[src/core/wct_pkg.sv]
/*
 * Shared constants and types for the window comparator threshold register bank:
 * register indices, reset values, field positions and carrier structs.
 * Assumes a single 100 MHz clock domain and an APB master with 32-bit data.
 */
`default_nettype none

package wct_pkg;

    // Channels held by this bank, and the channel number of the first one
    localparam int WCT_NCH = 3;
    localparam int WCT_CH_BASE = 4;
    localparam int WCT_CODE_W = 12;

    // Register indices; byte address is four times the index
    localparam logic [7:0] WCT_IDX_CH4_LOWLIM_NIBBLE_AND_DEBOUNCE = 8'h32;
    localparam logic [7:0] WCT_IDX_CH4_LOWLIM_UPPER_BYTE = 8'h33;
    localparam logic [7:0] WCT_IDX_CH5_HIGHLIM_NIBBLE_AND_DEADBAND = 8'h34;
    localparam logic [7:0] WCT_IDX_CH5_HIGHLIM_UPPER_BYTE = 8'h35;
    localparam logic [7:0] WCT_IDX_CH5_LOWLIM_NIBBLE_AND_DEBOUNCE = 8'h36;
    localparam logic [7:0] WCT_IDX_CH5_LOWLIM_UPPER_BYTE = 8'h37;
    localparam logic [7:0] WCT_IDX_CH6_HIGHLIM_NIBBLE_AND_DEADBAND = 8'h38;
    localparam logic [7:0] WCT_IDX_CH6_HIGHLIM_UPPER_BYTE = 8'h39;
    localparam logic [7:0] WCT_IDX_CH6_LOWLIM_NIBBLE_AND_DEBOUNCE = 8'h3A;
    localparam logic [7:0] WCT_IDX_EVENT_STATUS = 8'h40;
    localparam logic [7:0] WCT_IDX_EVENT_MASK = 8'h41;
    localparam int WCT_NREG = 9;

    // Values after reset
    localparam logic [7:0] WCT_RST_NIBBLE_AND_DEADBAND = 8'hF0;
    localparam logic [7:0] WCT_RST_HIGHLIM_UPPER_BYTE = 8'hFF;
    localparam logic [7:0] WCT_RST_NIBBLE_AND_DEBOUNCE = 8'h00;
    localparam logic [7:0] WCT_RST_LOWLIM_UPPER_BYTE = 8'h00;
    localparam logic [5:0] WCT_RST_EVENT_STATUS = 6'h00;
    localparam logic [5:0] WCT_RST_EVENT_MASK = 6'h00;

    // Field positions
    localparam int WCT_NIBBLE_MSB = 7;
    localparam int WCT_NIBBLE_LSB = 4;
    localparam int WCT_LOWFIELD_MSB = 3;
    localparam int WCT_LOWFIELD_LSB = 0;
    localparam int WCT_DEADBAND_SHIFT = 3;
    localparam int WCT_DEADBAND_W = 7;
    localparam int WCT_EVT_HIGH_LSB = 0;
    localparam int WCT_EVT_LOW_LSB = 3;
    localparam int WCT_EVT_W = 6;

    typedef enum logic [0:0] {
        WCT_ARMED = 1'b0,
        WCT_TRIPPED = 1'b1
    } wct_trip_t;

    typedef struct packed {
        logic [WCT_CODE_W-1:0] high_thr;
        logic [WCT_CODE_W-1:0] low_thr;
        logic [WCT_DEADBAND_W-1:0] deadband;
        logic [3:0] count;
    } wct_cfg_t;

    typedef struct packed {
        logic valid;
        logic [2:0] chan;
        logic [WCT_CODE_W-1:0] code;
    } wct_sample_t;

endpackage : wct_pkg

`default_nettype wire

[src/core/wct_regs.sv]
/*
 * Threshold, deadband and debounce registers for channels 4 to 6 of a digital
 * window comparator, an APB slave to reach them, and the per-channel
 * consecutive-sample event detection with a sticky, maskable interrupt.
 * Assumes samples arrive synchronous to I_CLOCK, one per valid strobe; the
 * channel 4 high limit and channel 6 low upper byte live in a neighbouring bank.
 */
// Added by the designer: the APB register port.
`default_nettype none

// What this block does
// - Low-limit upper byte compares top eight bits
// - High-limit upper byte aligned to code MSBs
// - Low-limit nibble in debounce register bits 7:4
// - High-limit nibble in deadband register bits 7:4
// - Deadband nibble shifted left three positions
// - Same deadband applied to both limits
// - Event after n+1 consecutive crossing samples
// - High-limit upper byte resets to all ones
// - Deadband register resets to 0xF0
// - Low-limit and debounce registers reset to zero
// - Four consecutive addresses per channel, fixed order
module wct_regs #(
    parameter int CHAN_W = 3
) (
    // Clock and reset
    input wire logic I_CLOCK,
    input wire logic I_RST,
    // APB slave
    input wire logic I_PSEL,
    input wire logic I_PENABLE,
    input wire logic I_PWRITE,
    input wire logic [11:0] I_PADDR,
    input wire logic [31:0] I_PWDATA,
    input wire logic [3:0] I_PSTRB,
    output logic O_PREADY,
    output logic [31:0] O_PRDATA,
    output logic O_PSLVERR,
    // Conversion results
    input wire wct_pkg::wct_sample_t I_SAMPLE,
    // Limits and deadband held by the neighbouring bank
    input wire logic [11:0] I_CH4_HIGH_THR,
    input wire logic [3:0] I_CH4_DEADBAND_NIBBLE,
    input wire logic [7:0] I_CH6_LOWLIM_UPPER_BYTE,
    // Comparator settings and events
    output wct_pkg::wct_cfg_t O_CFG_CH4,
    output wct_pkg::wct_cfg_t O_CFG_CH5,
    output wct_pkg::wct_cfg_t O_CFG_CH6,
    output logic [2:0] O_EVENT_HIGH,
    output logic [2:0] O_EVENT_LOW,
    output logic O_IRQ
);

    // Channel numbers 4 to 6 need three bits
    if (CHAN_W < 3) begin : g_chan_w_check
        $error("CHAN_W must be at least 3");
    end

    function automatic logic [7:0] reset_value(input logic [7:0] idx);
        logic [7:0] r;
        r = 8'h00;
        case (idx)
            wct_pkg::WCT_IDX_CH5_HIGHLIM_NIBBLE_AND_DEADBAND,
            wct_pkg::WCT_IDX_CH6_HIGHLIM_NIBBLE_AND_DEADBAND: begin
                r = wct_pkg::WCT_RST_NIBBLE_AND_DEADBAND;
            end
            wct_pkg::WCT_IDX_CH5_HIGHLIM_UPPER_BYTE,
            wct_pkg::WCT_IDX_CH6_HIGHLIM_UPPER_BYTE: begin
                r = wct_pkg::WCT_RST_HIGHLIM_UPPER_BYTE;
            end
            wct_pkg::WCT_IDX_CH4_LOWLIM_UPPER_BYTE,
            wct_pkg::WCT_IDX_CH5_LOWLIM_UPPER_BYTE: begin
                r = wct_pkg::WCT_RST_LOWLIM_UPPER_BYTE;
            end
            default: begin
                r = wct_pkg::WCT_RST_NIBBLE_AND_DEBOUNCE;
            end
        endcase
        return r;
    endfunction : reset_value

    // Twelve-bit limit from upper byte and lower nibble
    function automatic logic [11:0] join_limit(input logic [7:0] upper, input logic [7:0] nib_reg);
        return {upper, nib_reg[wct_pkg::WCT_NIBBLE_MSB:wct_pkg::WCT_NIBBLE_LSB]};
    endfunction : join_limit

    function automatic logic [6:0] deadband_of(input logic [3:0] nib);
        return {nib, 3'h0};
    endfunction : deadband_of

    // Saturating so a wide deadband near the rails cannot wrap
    function automatic logic [11:0] sat_sub(input logic [11:0] a, input logic [6:0] b);
        logic [12:0] t;
        t = {1'b0, a} - {6'h00, b};
        return t[12] ? 12'h000 : t[11:0];
    endfunction : sat_sub

    function automatic logic [11:0] sat_add(input logic [11:0] a, input logic [6:0] b);
        logic [12:0] t;
        t = {1'b0, a} + {6'h00, b};
        return t[12] ? 12'hFFF : t[11:0];
    endfunction : sat_add

    function automatic logic idx_in_bank(input logic [7:0] idx);
        return (idx >= wct_pkg::WCT_IDX_CH4_LOWLIM_NIBBLE_AND_DEBOUNCE) &&
               (idx <= wct_pkg::WCT_IDX_CH6_LOWLIM_NIBBLE_AND_DEBOUNCE);
    endfunction : idx_in_bank

    // Register file state
    logic [7:0] regs_q [wct_pkg::WCT_NREG];
    logic [7:0] regs_d [wct_pkg::WCT_NREG];
    logic [5:0] status_q;
    logic [5:0] status_d;
    logic [5:0] mask_q;
    logic [5:0] mask_d;
    logic [31:0] prdata_q;
    logic [31:0] prdata_d;
    logic err_q;
    logic err_d;

    // Comparator state
    wct_pkg::wct_cfg_t cfg_q [wct_pkg::WCT_NCH];
    wct_pkg::wct_cfg_t cfg_d [wct_pkg::WCT_NCH];
    wct_pkg::wct_trip_t hi_st_q [wct_pkg::WCT_NCH];
    wct_pkg::wct_trip_t hi_st_d [wct_pkg::WCT_NCH];
    wct_pkg::wct_trip_t lo_st_q [wct_pkg::WCT_NCH];
    wct_pkg::wct_trip_t lo_st_d [wct_pkg::WCT_NCH];
    logic [4:0] hi_cnt_q [wct_pkg::WCT_NCH];
    logic [4:0] hi_cnt_d [wct_pkg::WCT_NCH];
    logic [4:0] lo_cnt_q [wct_pkg::WCT_NCH];
    logic [4:0] lo_cnt_d [wct_pkg::WCT_NCH];
    logic [5:0] evt_set;

    logic [7:0] bus_idx;
    logic bus_aligned;
    logic bus_mapped;
    logic setup_ph;
    logic wr_acc;
    logic [7:0] bank_off;
    logic [CHAN_W-1:0] smp_chan;

    assign bus_idx = I_PADDR[9:2];
    assign bus_aligned = (I_PADDR[1:0] == 2'h0) && (I_PADDR[11:10] == 2'h0);
    assign bus_mapped = bus_aligned && (idx_in_bank(bus_idx) ||
                        (bus_idx == wct_pkg::WCT_IDX_EVENT_STATUS) ||
                        (bus_idx == wct_pkg::WCT_IDX_EVENT_MASK));
    assign setup_ph = I_PSEL && !I_PENABLE;
    assign wr_acc = I_PSEL && I_PENABLE && I_PWRITE && bus_mapped && I_PSTRB[0];
    assign bank_off = bus_idx - wct_pkg::WCT_IDX_CH4_LOWLIM_NIBBLE_AND_DEBOUNCE;
    assign smp_chan = CHAN_W'(I_SAMPLE.chan);

    // APB: zero wait states, read data captured in the setup cycle
    always_comb begin
        prdata_d = prdata_q;
        err_d = err_q;
        if (setup_ph) begin
            err_d = !bus_mapped;
            prdata_d = 32'h0000_0000;
            if (bus_mapped && !I_PWRITE) begin
                if (idx_in_bank(bus_idx)) begin
                    prdata_d = {24'h00_0000, regs_q[bank_off[3:0]]};
                end else if (bus_idx == wct_pkg::WCT_IDX_EVENT_STATUS) begin
                    prdata_d = {26'h000_0000, status_q};
                end else begin
                    prdata_d = {26'h000_0000, mask_q};
                end
            end
        end
    end

    always_comb begin
        for (int i = 0; i < wct_pkg::WCT_NREG; i++) begin
            regs_d[i] = regs_q[i];
        end
        mask_d = mask_q;
        if (wr_acc && idx_in_bank(bus_idx)) begin
            regs_d[bank_off[3:0]] = I_PWDATA[7:0];
        end
        if (wr_acc && (bus_idx == wct_pkg::WCT_IDX_EVENT_MASK)) begin
            mask_d = I_PWDATA[5:0];
        end
    end

    // Hardware set wins over a write-one-to-clear in the same cycle
    always_comb begin
        status_d = status_q;
        if (wr_acc && (bus_idx == wct_pkg::WCT_IDX_EVENT_STATUS)) begin
            status_d = status_q & ~I_PWDATA[5:0];
        end
        status_d = status_d | evt_set;
    end

    // Settings as seen by the comparator
    always_comb begin
        cfg_d[0].high_thr = I_CH4_HIGH_THR;
        cfg_d[0].low_thr = join_limit(regs_q[1], regs_q[0]);
        cfg_d[0].deadband = deadband_of(I_CH4_DEADBAND_NIBBLE);
        cfg_d[0].count = regs_q[0][wct_pkg::WCT_LOWFIELD_MSB:wct_pkg::WCT_LOWFIELD_LSB];
        cfg_d[1].high_thr = join_limit(regs_q[3], regs_q[2]);
        cfg_d[1].low_thr = join_limit(regs_q[5], regs_q[4]);
        cfg_d[1].deadband = deadband_of(
            regs_q[2][wct_pkg::WCT_LOWFIELD_MSB:wct_pkg::WCT_LOWFIELD_LSB]);
        cfg_d[1].count = regs_q[4][wct_pkg::WCT_LOWFIELD_MSB:wct_pkg::WCT_LOWFIELD_LSB];
        cfg_d[2].high_thr = join_limit(regs_q[7], regs_q[6]);
        cfg_d[2].low_thr = join_limit(I_CH6_LOWLIM_UPPER_BYTE, regs_q[8]);
        cfg_d[2].deadband = deadband_of(
            regs_q[6][wct_pkg::WCT_LOWFIELD_MSB:wct_pkg::WCT_LOWFIELD_LSB]);
        cfg_d[2].count = regs_q[8][wct_pkg::WCT_LOWFIELD_MSB:wct_pkg::WCT_LOWFIELD_LSB];
    end

    // Debounce and deadband per channel; a tripped side re-arms only
    // once the code has moved back past the limit by the deadband
    always_comb begin
        logic hit;
        logic [4:0] need;
        hit = 1'b0;
        need = 5'h00;
        evt_set = 6'h00;
        for (int c = 0; c < wct_pkg::WCT_NCH; c++) begin
            hi_st_d[c] = hi_st_q[c];
            lo_st_d[c] = lo_st_q[c];
            hi_cnt_d[c] = hi_cnt_q[c];
            lo_cnt_d[c] = lo_cnt_q[c];
            need = {1'b0, cfg_q[c].count};
            if (I_SAMPLE.valid && (smp_chan == CHAN_W'(wct_pkg::WCT_CH_BASE + c))) begin
                case (hi_st_q[c])
                    wct_pkg::WCT_ARMED: begin
                        hit = I_SAMPLE.code > cfg_q[c].high_thr;
                        if (!hit) begin
                            hi_cnt_d[c] = 5'h00;
                        end else if (hi_cnt_q[c] == need) begin
                            evt_set[wct_pkg::WCT_EVT_HIGH_LSB + c] = 1'b1;
                            hi_st_d[c] = wct_pkg::WCT_TRIPPED;
                            hi_cnt_d[c] = 5'h00;
                        end else begin
                            hi_cnt_d[c] = hi_cnt_q[c] + 5'h01;
                        end
                    end
                    wct_pkg::WCT_TRIPPED: begin
                        if (I_SAMPLE.code < sat_sub(cfg_q[c].high_thr, cfg_q[c].deadband)) begin
                            hi_st_d[c] = wct_pkg::WCT_ARMED;
                        end
                    end
                    default: begin
                        hi_st_d[c] = wct_pkg::WCT_ARMED;
                    end
                endcase
                case (lo_st_q[c])
                    wct_pkg::WCT_ARMED: begin
                        hit = I_SAMPLE.code < cfg_q[c].low_thr;
                        if (!hit) begin
                            lo_cnt_d[c] = 5'h00;
                        end else if (lo_cnt_q[c] == need) begin
                            evt_set[wct_pkg::WCT_EVT_LOW_LSB + c] = 1'b1;
                            lo_st_d[c] = wct_pkg::WCT_TRIPPED;
                            lo_cnt_d[c] = 5'h00;
                        end else begin
                            lo_cnt_d[c] = lo_cnt_q[c] + 5'h01;
                        end
                    end
                    wct_pkg::WCT_TRIPPED: begin
                        if (I_SAMPLE.code > sat_add(cfg_q[c].low_thr, cfg_q[c].deadband)) begin
                            lo_st_d[c] = wct_pkg::WCT_ARMED;
                        end
                    end
                    default: begin
                        lo_st_d[c] = wct_pkg::WCT_ARMED;
                    end
                endcase
            end
        end
    end

    always_ff @(posedge I_CLOCK) begin
        if (I_RST) begin
            for (int i = 0; i < wct_pkg::WCT_NREG; i++) begin
                regs_q[i] <= reset_value(8'(i) + wct_pkg::WCT_IDX_CH4_LOWLIM_NIBBLE_AND_DEBOUNCE);
            end
            status_q <= wct_pkg::WCT_RST_EVENT_STATUS;
            mask_q <= wct_pkg::WCT_RST_EVENT_MASK;
            prdata_q <= 32'h0000_0000;
            err_q <= 1'b0;
        end else begin
            for (int i = 0; i < wct_pkg::WCT_NREG; i++) begin
                regs_q[i] <= regs_d[i];
            end
            status_q <= status_d;
            mask_q <= mask_d;
            prdata_q <= prdata_d;
            err_q <= err_d;
        end
    end

    always_ff @(posedge I_CLOCK) begin
        if (I_RST) begin
            for (int c = 0; c < wct_pkg::WCT_NCH; c++) begin
                cfg_q[c] <= '0;
                hi_st_q[c] <= wct_pkg::WCT_ARMED;
                lo_st_q[c] <= wct_pkg::WCT_ARMED;
                hi_cnt_q[c] <= 5'h00;
                lo_cnt_q[c] <= 5'h00;
            end
        end else begin
            for (int c = 0; c < wct_pkg::WCT_NCH; c++) begin
                cfg_q[c] <= cfg_d[c];
                hi_st_q[c] <= hi_st_d[c];
                lo_st_q[c] <= lo_st_d[c];
                hi_cnt_q[c] <= hi_cnt_d[c];
                lo_cnt_q[c] <= lo_cnt_d[c];
            end
        end
    end

    assign O_PREADY = 1'b1;
    assign O_PRDATA = prdata_q;
    assign O_PSLVERR = I_PSEL && I_PENABLE && err_q;
    assign O_CFG_CH4 = cfg_q[0];
    assign O_CFG_CH5 = cfg_q[1];
    assign O_CFG_CH6 = cfg_q[2];
    assign O_EVENT_HIGH = status_q[wct_pkg::WCT_EVT_HIGH_LSB +: 3];
    assign O_EVENT_LOW = status_q[wct_pkg::WCT_EVT_LOW_LSB +: 3];
    assign O_IRQ = |(status_q & mask_q);

endmodule : wct_regs

`default_nettype wire

[config.mk]
export PLATFORM = sky130hd
export DESIGN_NAME = wct_regs
export DESIGN_NICKNAME = d
export VERILOG_FILES = /design/src/core/wct_pkg.sv /design/src/core/wct_regs.sv
export SDC_FILE = /design/constraint.sdc
export NUM_CORES = 1
export LEC_CHECK = 0
export BUFFER_PORTS_ARGS = -buffer_cell sky130_fd_sc_hd__buf_4
export CORE_ASPECT_RATIO = 1.25
export CORE_MARGIN = 8
export CORE_UTILIZATION = 57
export DETAILED_ROUTE_END_ITERATION = 8
export PLACE_DENSITY = 0.86
export SLEW_MARGIN = 0
export SYNTH_ARGS = -nofsm -noshare
export SYNTH_HDL_FRONTEND = slang
export SYNTH_SLANG_ARGS = --single-unit
[constraint.sdc]
create_clock -name I_CLOCK -period 4.55 [get_ports I_CLOCK]
set_input_delay 1.365 -clock I_CLOCK [delete_from_list [all_inputs] [get_ports I_CLOCK]]
set_output_delay 1.365 -clock I_CLOCK [all_outputs]
set_load 0.05 [all_outputs]
* After elaboration in Yosys (flattened, before gate mapping)
Memory sizes are Yosys's and may differ from the RTL's. Index checks and enable logic that the tools add are counted.
Operators by class: divide/modulo/power cells 0, eq/ne operators 11, multiply operators 0, reduce and logical (&&, ||, !) cells 25, add/subtract/negate cells 13, muxes and demuxes 110, $lt $le $gt $ge 16, shift operators 0, bitwise operators 35
Operators with widths (number):
- $mux 5 | 30
- $mux 8 | 15
- $mux 32 | 3
- $bwmux 72 | 1
- $gt 12x12->1 | 6
- $lt 12x12->1 | 6
- $mux 12 | 6
- $mux 72 | 1
- $mux 1 | 45
- $add 12x7->13 | 3
- $sub 12x7->13 | 3
- $demux 8 s4 | 1
- $add 5x1->5 const B | 6
- $eq 5x4->1 | 6
- $or 1x1->1 | 24
- $logic_and 1x1->1 | 17
- $eq 8x7->1 const B | 2
- $and 6x6->6 | 2
- $mux 6 | 2
- $pmux 1 s2 | 6
- $eq 3x3->1 const B | 3
- $ge 8x6->1 const B | 1
- $le 8x6->1 const B | 1
- $not 1->1 | 6
- other kinds (10) | 14
Storage, ports and cells: register bits 45, memories kept 6, bits in read-only memories 0, output and inout port bits 146, latch bits 0, memory bits (writable) 204, input bits 93, logic and storage cells 220
Memory list:
- cfg_q | words 3, width 32, rd ports 3, clocked after memory_dff 0, wr ports 3, RTL line wct_regs.sv:122 | wct_pkg::wct_cfg_t cfg_q [wct_pkg::WCT_NCH];
- regs_q | words 9, width 8, rd ports 10, clocked after memory_dff 0, wr ports 9, RTL line wct_regs.sv:110 | logic [7:0] regs_q [wct_pkg::WCT_NREG];
- hi_cnt_q | words 3, width 5, rd ports 3, clocked after memory_dff 0, wr ports 3, RTL line wct_regs.sv:128 | logic [4:0] hi_cnt_q [wct_pkg::WCT_NCH];
- lo_cnt_q | words 3, width 5, rd ports 3, clocked after memory_dff 0, wr ports 3, RTL line wct_regs.sv:130 | logic [4:0] lo_cnt_q [wct_pkg::WCT_NCH];
- hi_st_q | words 3, width 1, rd ports 3, clocked after memory_dff 0, wr ports 3, RTL line wct_regs.sv:124 | wct_pkg::wct_trip_t hi_st_q [wct_pkg::WCT_NCH];
- lo_st_q | words 3, width 1, rd ports 3, clocked after memory_dff 0, wr ports 3, RTL line wct_regs.sv:126 | wct_pkg::wct_trip_t lo_st_q [wct_pkg::WCT_NCH];

* Depth between registers and ports, before layout
depth in word-level cells 10, depth in mapped cells 15, depth with buffers taken out 15

* Least setup slack after synthesis
OpenSTA, ideal clock, no wires.
kind in2reg, start input port I_PADDR[3], end memory regs_q[7][0], arrival time 3.703 ns, cell stages on the path 10, required time 4.430 ns, path buffers 4, slack 0.727 ns, cell sequence buf_2 -> clkbuf_1 -> inv_1 -> ha_1 -> xnor2_1 -> and3_1 -> clkbuf_1 -> nand3b_1 -> buf_2 -> a211o_1
RTL lines:
- start, declared | RTL line wct_regs.sv:33 | input wire logic [11:0] I_PADDR,
- end, declared | RTL line wct_regs.sv:110

==> results.json <==
{
  "status": "finished clean",
  "syn-cell-area_sq_mm": 0.0136,
  "clkTransAtPathRegs_ps": 60,
  "start_kind": "flip-flop",
  "clockRootBuffer": "clkbuf_16",
  "core_sq_mm": 0.0236,
  "holdBufCountCts": 0,
  "area_growth_pct": 16.4,
  "slew_headroom": 0.368,
  "period_share": 0.851,
  "slew_violations": 0,
  "critPathKind": "flip-flop to flip-flop",
  "drtIter0Drc": 1006,
  "setup_tns_ps": 0,
  "ioPinCount": 239,
  "holdPathEnd": "cfg_q[0][71]$_SDFF_PP0_",
  "fill_cells": 1752,
  "rr_endpoint": "hi_st_q[0][0]$_SDFFE_PP0P_",
  "cp_max_fo": 9,
  "drive_above_1_share": 0.154,
  "ir_drop_v": 0.000217,
  "cts_made_buffers": 22,
  "ant_nets": 0,
  "ff_latch_area_sq_mm": 0.00450,
  "grt_pass1_wl_um": 63300,
  "synth_cell_types": 73,
  "cts-resized-gates": 0,
  "dr.max_layer_used": "met4",
  "hold_viol": 0,
  "die_x_um": 154,
  "nNetsFinal": 1987,
  "dpl.cell_count": 1986,
  "start_util": 0.576,
  "clk_latency_ps": 520,
  "synth_area_per_cell_sq_um": 8.78,
  "reg2reg_slack_ps": 680,
  "drc": 0,
  "avgViaCountPerCell": 6.07,
  "fp.dieArea_sq_mm": 0.0290,
  "routedWlPerCell_um": 20.1,
  "drt_pass1_iterations": 6,
  "setup_violations": 0,
  "std_cell_rows": 63,
  "fmax_ghz": 0.258,
  "vias": 12281,
  "grt_pass1_vias": 12481,
  "synth_seq_cells": 225,
  "grt_max_degree": 59,
  "holdPathStages": 2,
  "cts_tree": "built",
  "power_density_mw_per_mm2": 298,
  "overflow": 0,
  "synthFlopType": "dfxtp_1",
  "grt_antenna_before_repair": 0,
  "n_antenna_cell": 0,
  "fin_cells": 2024,
  "crit_arrival_ps": 4250,
  "rr_startpoint": "cfg_q[0][5]$_SDFF_PP0_",
  "ys_seq_area_frac": 0.332,
  "maxCapViolations": 0,
  "worst_setup_path_end_kind": "flip-flop",
  "synth-edff-count": 0,
  "grtUsageTotal": 0.270,
  "hp-start": "regs_q[6][3]$_SDFFE_PP0P_",
  "skew_ps": 19.0,
  "worst-r2r-cell-count": 13,
  "yosys_warnings": 0,
  "h-tree-depth": 1,
  "worstMarginPinSlew_ps": 941,
  "hp-class": "flip-flop to flip-flop",
  "dpl.hpwl_um": 30800,
  "finalPower_mw": 4.71,
  "multi_input_area_sq_mm": 0.00828,
  "whs_ps": 468,
  "post_cts_buffers": 0,
  "routed_wl_um": 40700,
  "rsz0062_at_grt": "false",
  "cts_max_path_buffers": 3,
  "chipHeight_um": 188,
  "synthArstFlopShare": 0,
  "place_congestion": 0.938,
  "wl_met3_um": 3290,
  "cts.sinks": 225,
  "wl_met1_um": 15400,
  "leakagePower_nw": 7.25,
  "finalCriticalPeriod_ps": 3870,
  "syn_inst": 1546,
  "portBuffers": 177,
  "crit_required_ps": 4930,
  "wl_met2_um": 19400
}
[cells in the mapped netlist, types with 3 or more instances]
cell | count | area (sq um)
dfxtp_1 | 225 | 4500
ha_1 | 170 | 2130
nand2_1 | 134 | 503
nor2_1 | 133 | 499
inv_1 | 131 | 492
nor2b_1 | 89 | 557
a21oi_1 | 82 | 410
o21ai_0 | 57 | 285
mux2i_1 | 54 | 541
nand3_1 | 37 | 185
buf_4 | 34 | 255
xnor2_1 | 33 | 289
nor3_1 | 32 | 160
nand4_1 | 29 | 181
xor2_1 | 29 | 254
clkbuf_1 | 26 | 97.6
nand2b_1 | 25 | 156
a211oi_1 | 18 | 135
mux4_2 | 16 | 360
o211ai_1 | 16 | 120
a211o_1 | 15 | 131
o31ai_1 | 13 | 97.6
a21o_1 | 10 | 75.1
a31oi_1 | 10 | 62.6
buf_2 | 9 | 45.0
or2_2 | 9 | 56.3
o21a_1 | 8 | 60.1
o21ai_2 | 8 | 70.1
a221o_1 | 6 | 60.1
and3_1 | 6 | 37.5
fa_1 | 6 | 120
o22ai_1 | 5 | 31.3
a22oi_1 | 4 | 30.0
nor4_1 | 4 | 25.0
nor4b_1 | 4 | 35.0
or3_1 | 4 | 25.0
and2_1 | 3 | 18.8
and4_1 | 3 | 26.3
nand3b_1 | 3 | 22.5
nor3b_1 | 3 | 22.5
[worst max-delay path, cell delays in order (launching register included)]
cell and delay, ps:
dfxtp_1 490, inv_1 90, ha_1 300, nor2b_1 150
o31ai_1 610, nand3_1 420, nand2b_1 190, ha_1 250
a211oi_1 310, a2111oi_0 160, o21ai_0 100, a41oi_1 60
o21ai_0 470, o31ai_1 150
[flip-flops by register name, summed over array words and instances (netlist names)]
register and count:
lo_st_q 3, err_q 1, status_q 6, O_PRDATA 8, hi_cnt_q 15, mask_q 6
hi_st_q 3, lo_cnt_q 15, regs_q 72, cfg_q 96
[logic make-up after synthesis]
logic type,Yosys count,synth area share
other,2,0.000554
buffers and inverters,202,0.0667
multiplexers,70,0.0664
flip-flops,225,0.332
XOR/XNOR,62,0.0400
AO/OA/AOI/OAI,274,0.130
AND/OR/NAND/NOR,535,0.199
adder cells (fa/ha/maj),176,0.166
[routing by layer]
layer / GRT usage / vias up
met5: 0 / -
met4: 0.184 / 0
met3: 0.0477 / 177
met2: 0.461 / 634
met1: 0.304 / 5792
li1: - / 5678
[placed cells by master (no fill, tap or decap), drive strengths merged, types with 15 or more instances in the layout]
cell	count
a211o	15
a211oi	18
a21oi	82
buf	187
clkbuf	31
conb	34
dfxtp	225
ha	170
inv	131
mux2i	54
mux4	16
nand2	136
nand2b	25
nand3	38
nand4	29
nor2	134
nor2b	89
nor3	34
o211ai	16
o21ai	66
xnor2	33
xor2	29
[stage by stage]
stage / area [sq um] / utilization / worst slack [ps]
after global routing: 15800 / 0.670 / 328
after CTS: 15800 / 0.670 / 718
after floorplan: 13700 / - / 727
after detailed placement: 15000 / 0.638 / 767
final: 15800 / 0.670 / 678
after global placement: 15000 / 0.638 / 881
[area by class of cell]
cell class | instances | share of cell area
multi-input cells | 1151 | 0.524
clock buffers | 31 | 0.0396
well taps | 292 | 0.0231
repair buffers | 187 | 0.0889
flip-flops and latches | 225 | 0.285
inverters | 131 | 0.0311
clock inverters | 7 | 0.00753
[power by group]
group	switching (mW)	total (mW)	internal [mW]
sequential	0.0364	2.03	2.00
combinational	0.498	0.764	0.266
clock	0.780	1.91	1.13
[worst max path at each step]
stage / to / start / cells past startpoint
2_1_floorplan: regs_q[7][0]$_SDFFE_PP1P_ / I_PADDR[3] / 10
3_3_place_gp: regs_q[3][7]$_SDFFE_PP1P_ / I_PADDR[3] / 7
3_5_place_dp: hi_st_q[0][0]$_SDFFE_PP0P_ / cfg_q[0][5]$_SDFF_PP0_ / 13
4_1_cts: hi_st_q[0][0]$_SDFFE_PP0P_ / cfg_q[0][5]$_SDFF_PP0_ / 13
5_1_grt: hi_st_q[0][0]$_SDFFE_PP0P_ / cfg_q[0][5]$_SDFF_PP0_ / 13
6_report: hi_st_q[0][0]$_SDFFE_PP0P_ / cfg_q[0][5]$_SDFF_PP0_ / 13
Power figures use the tool's default switching activity.
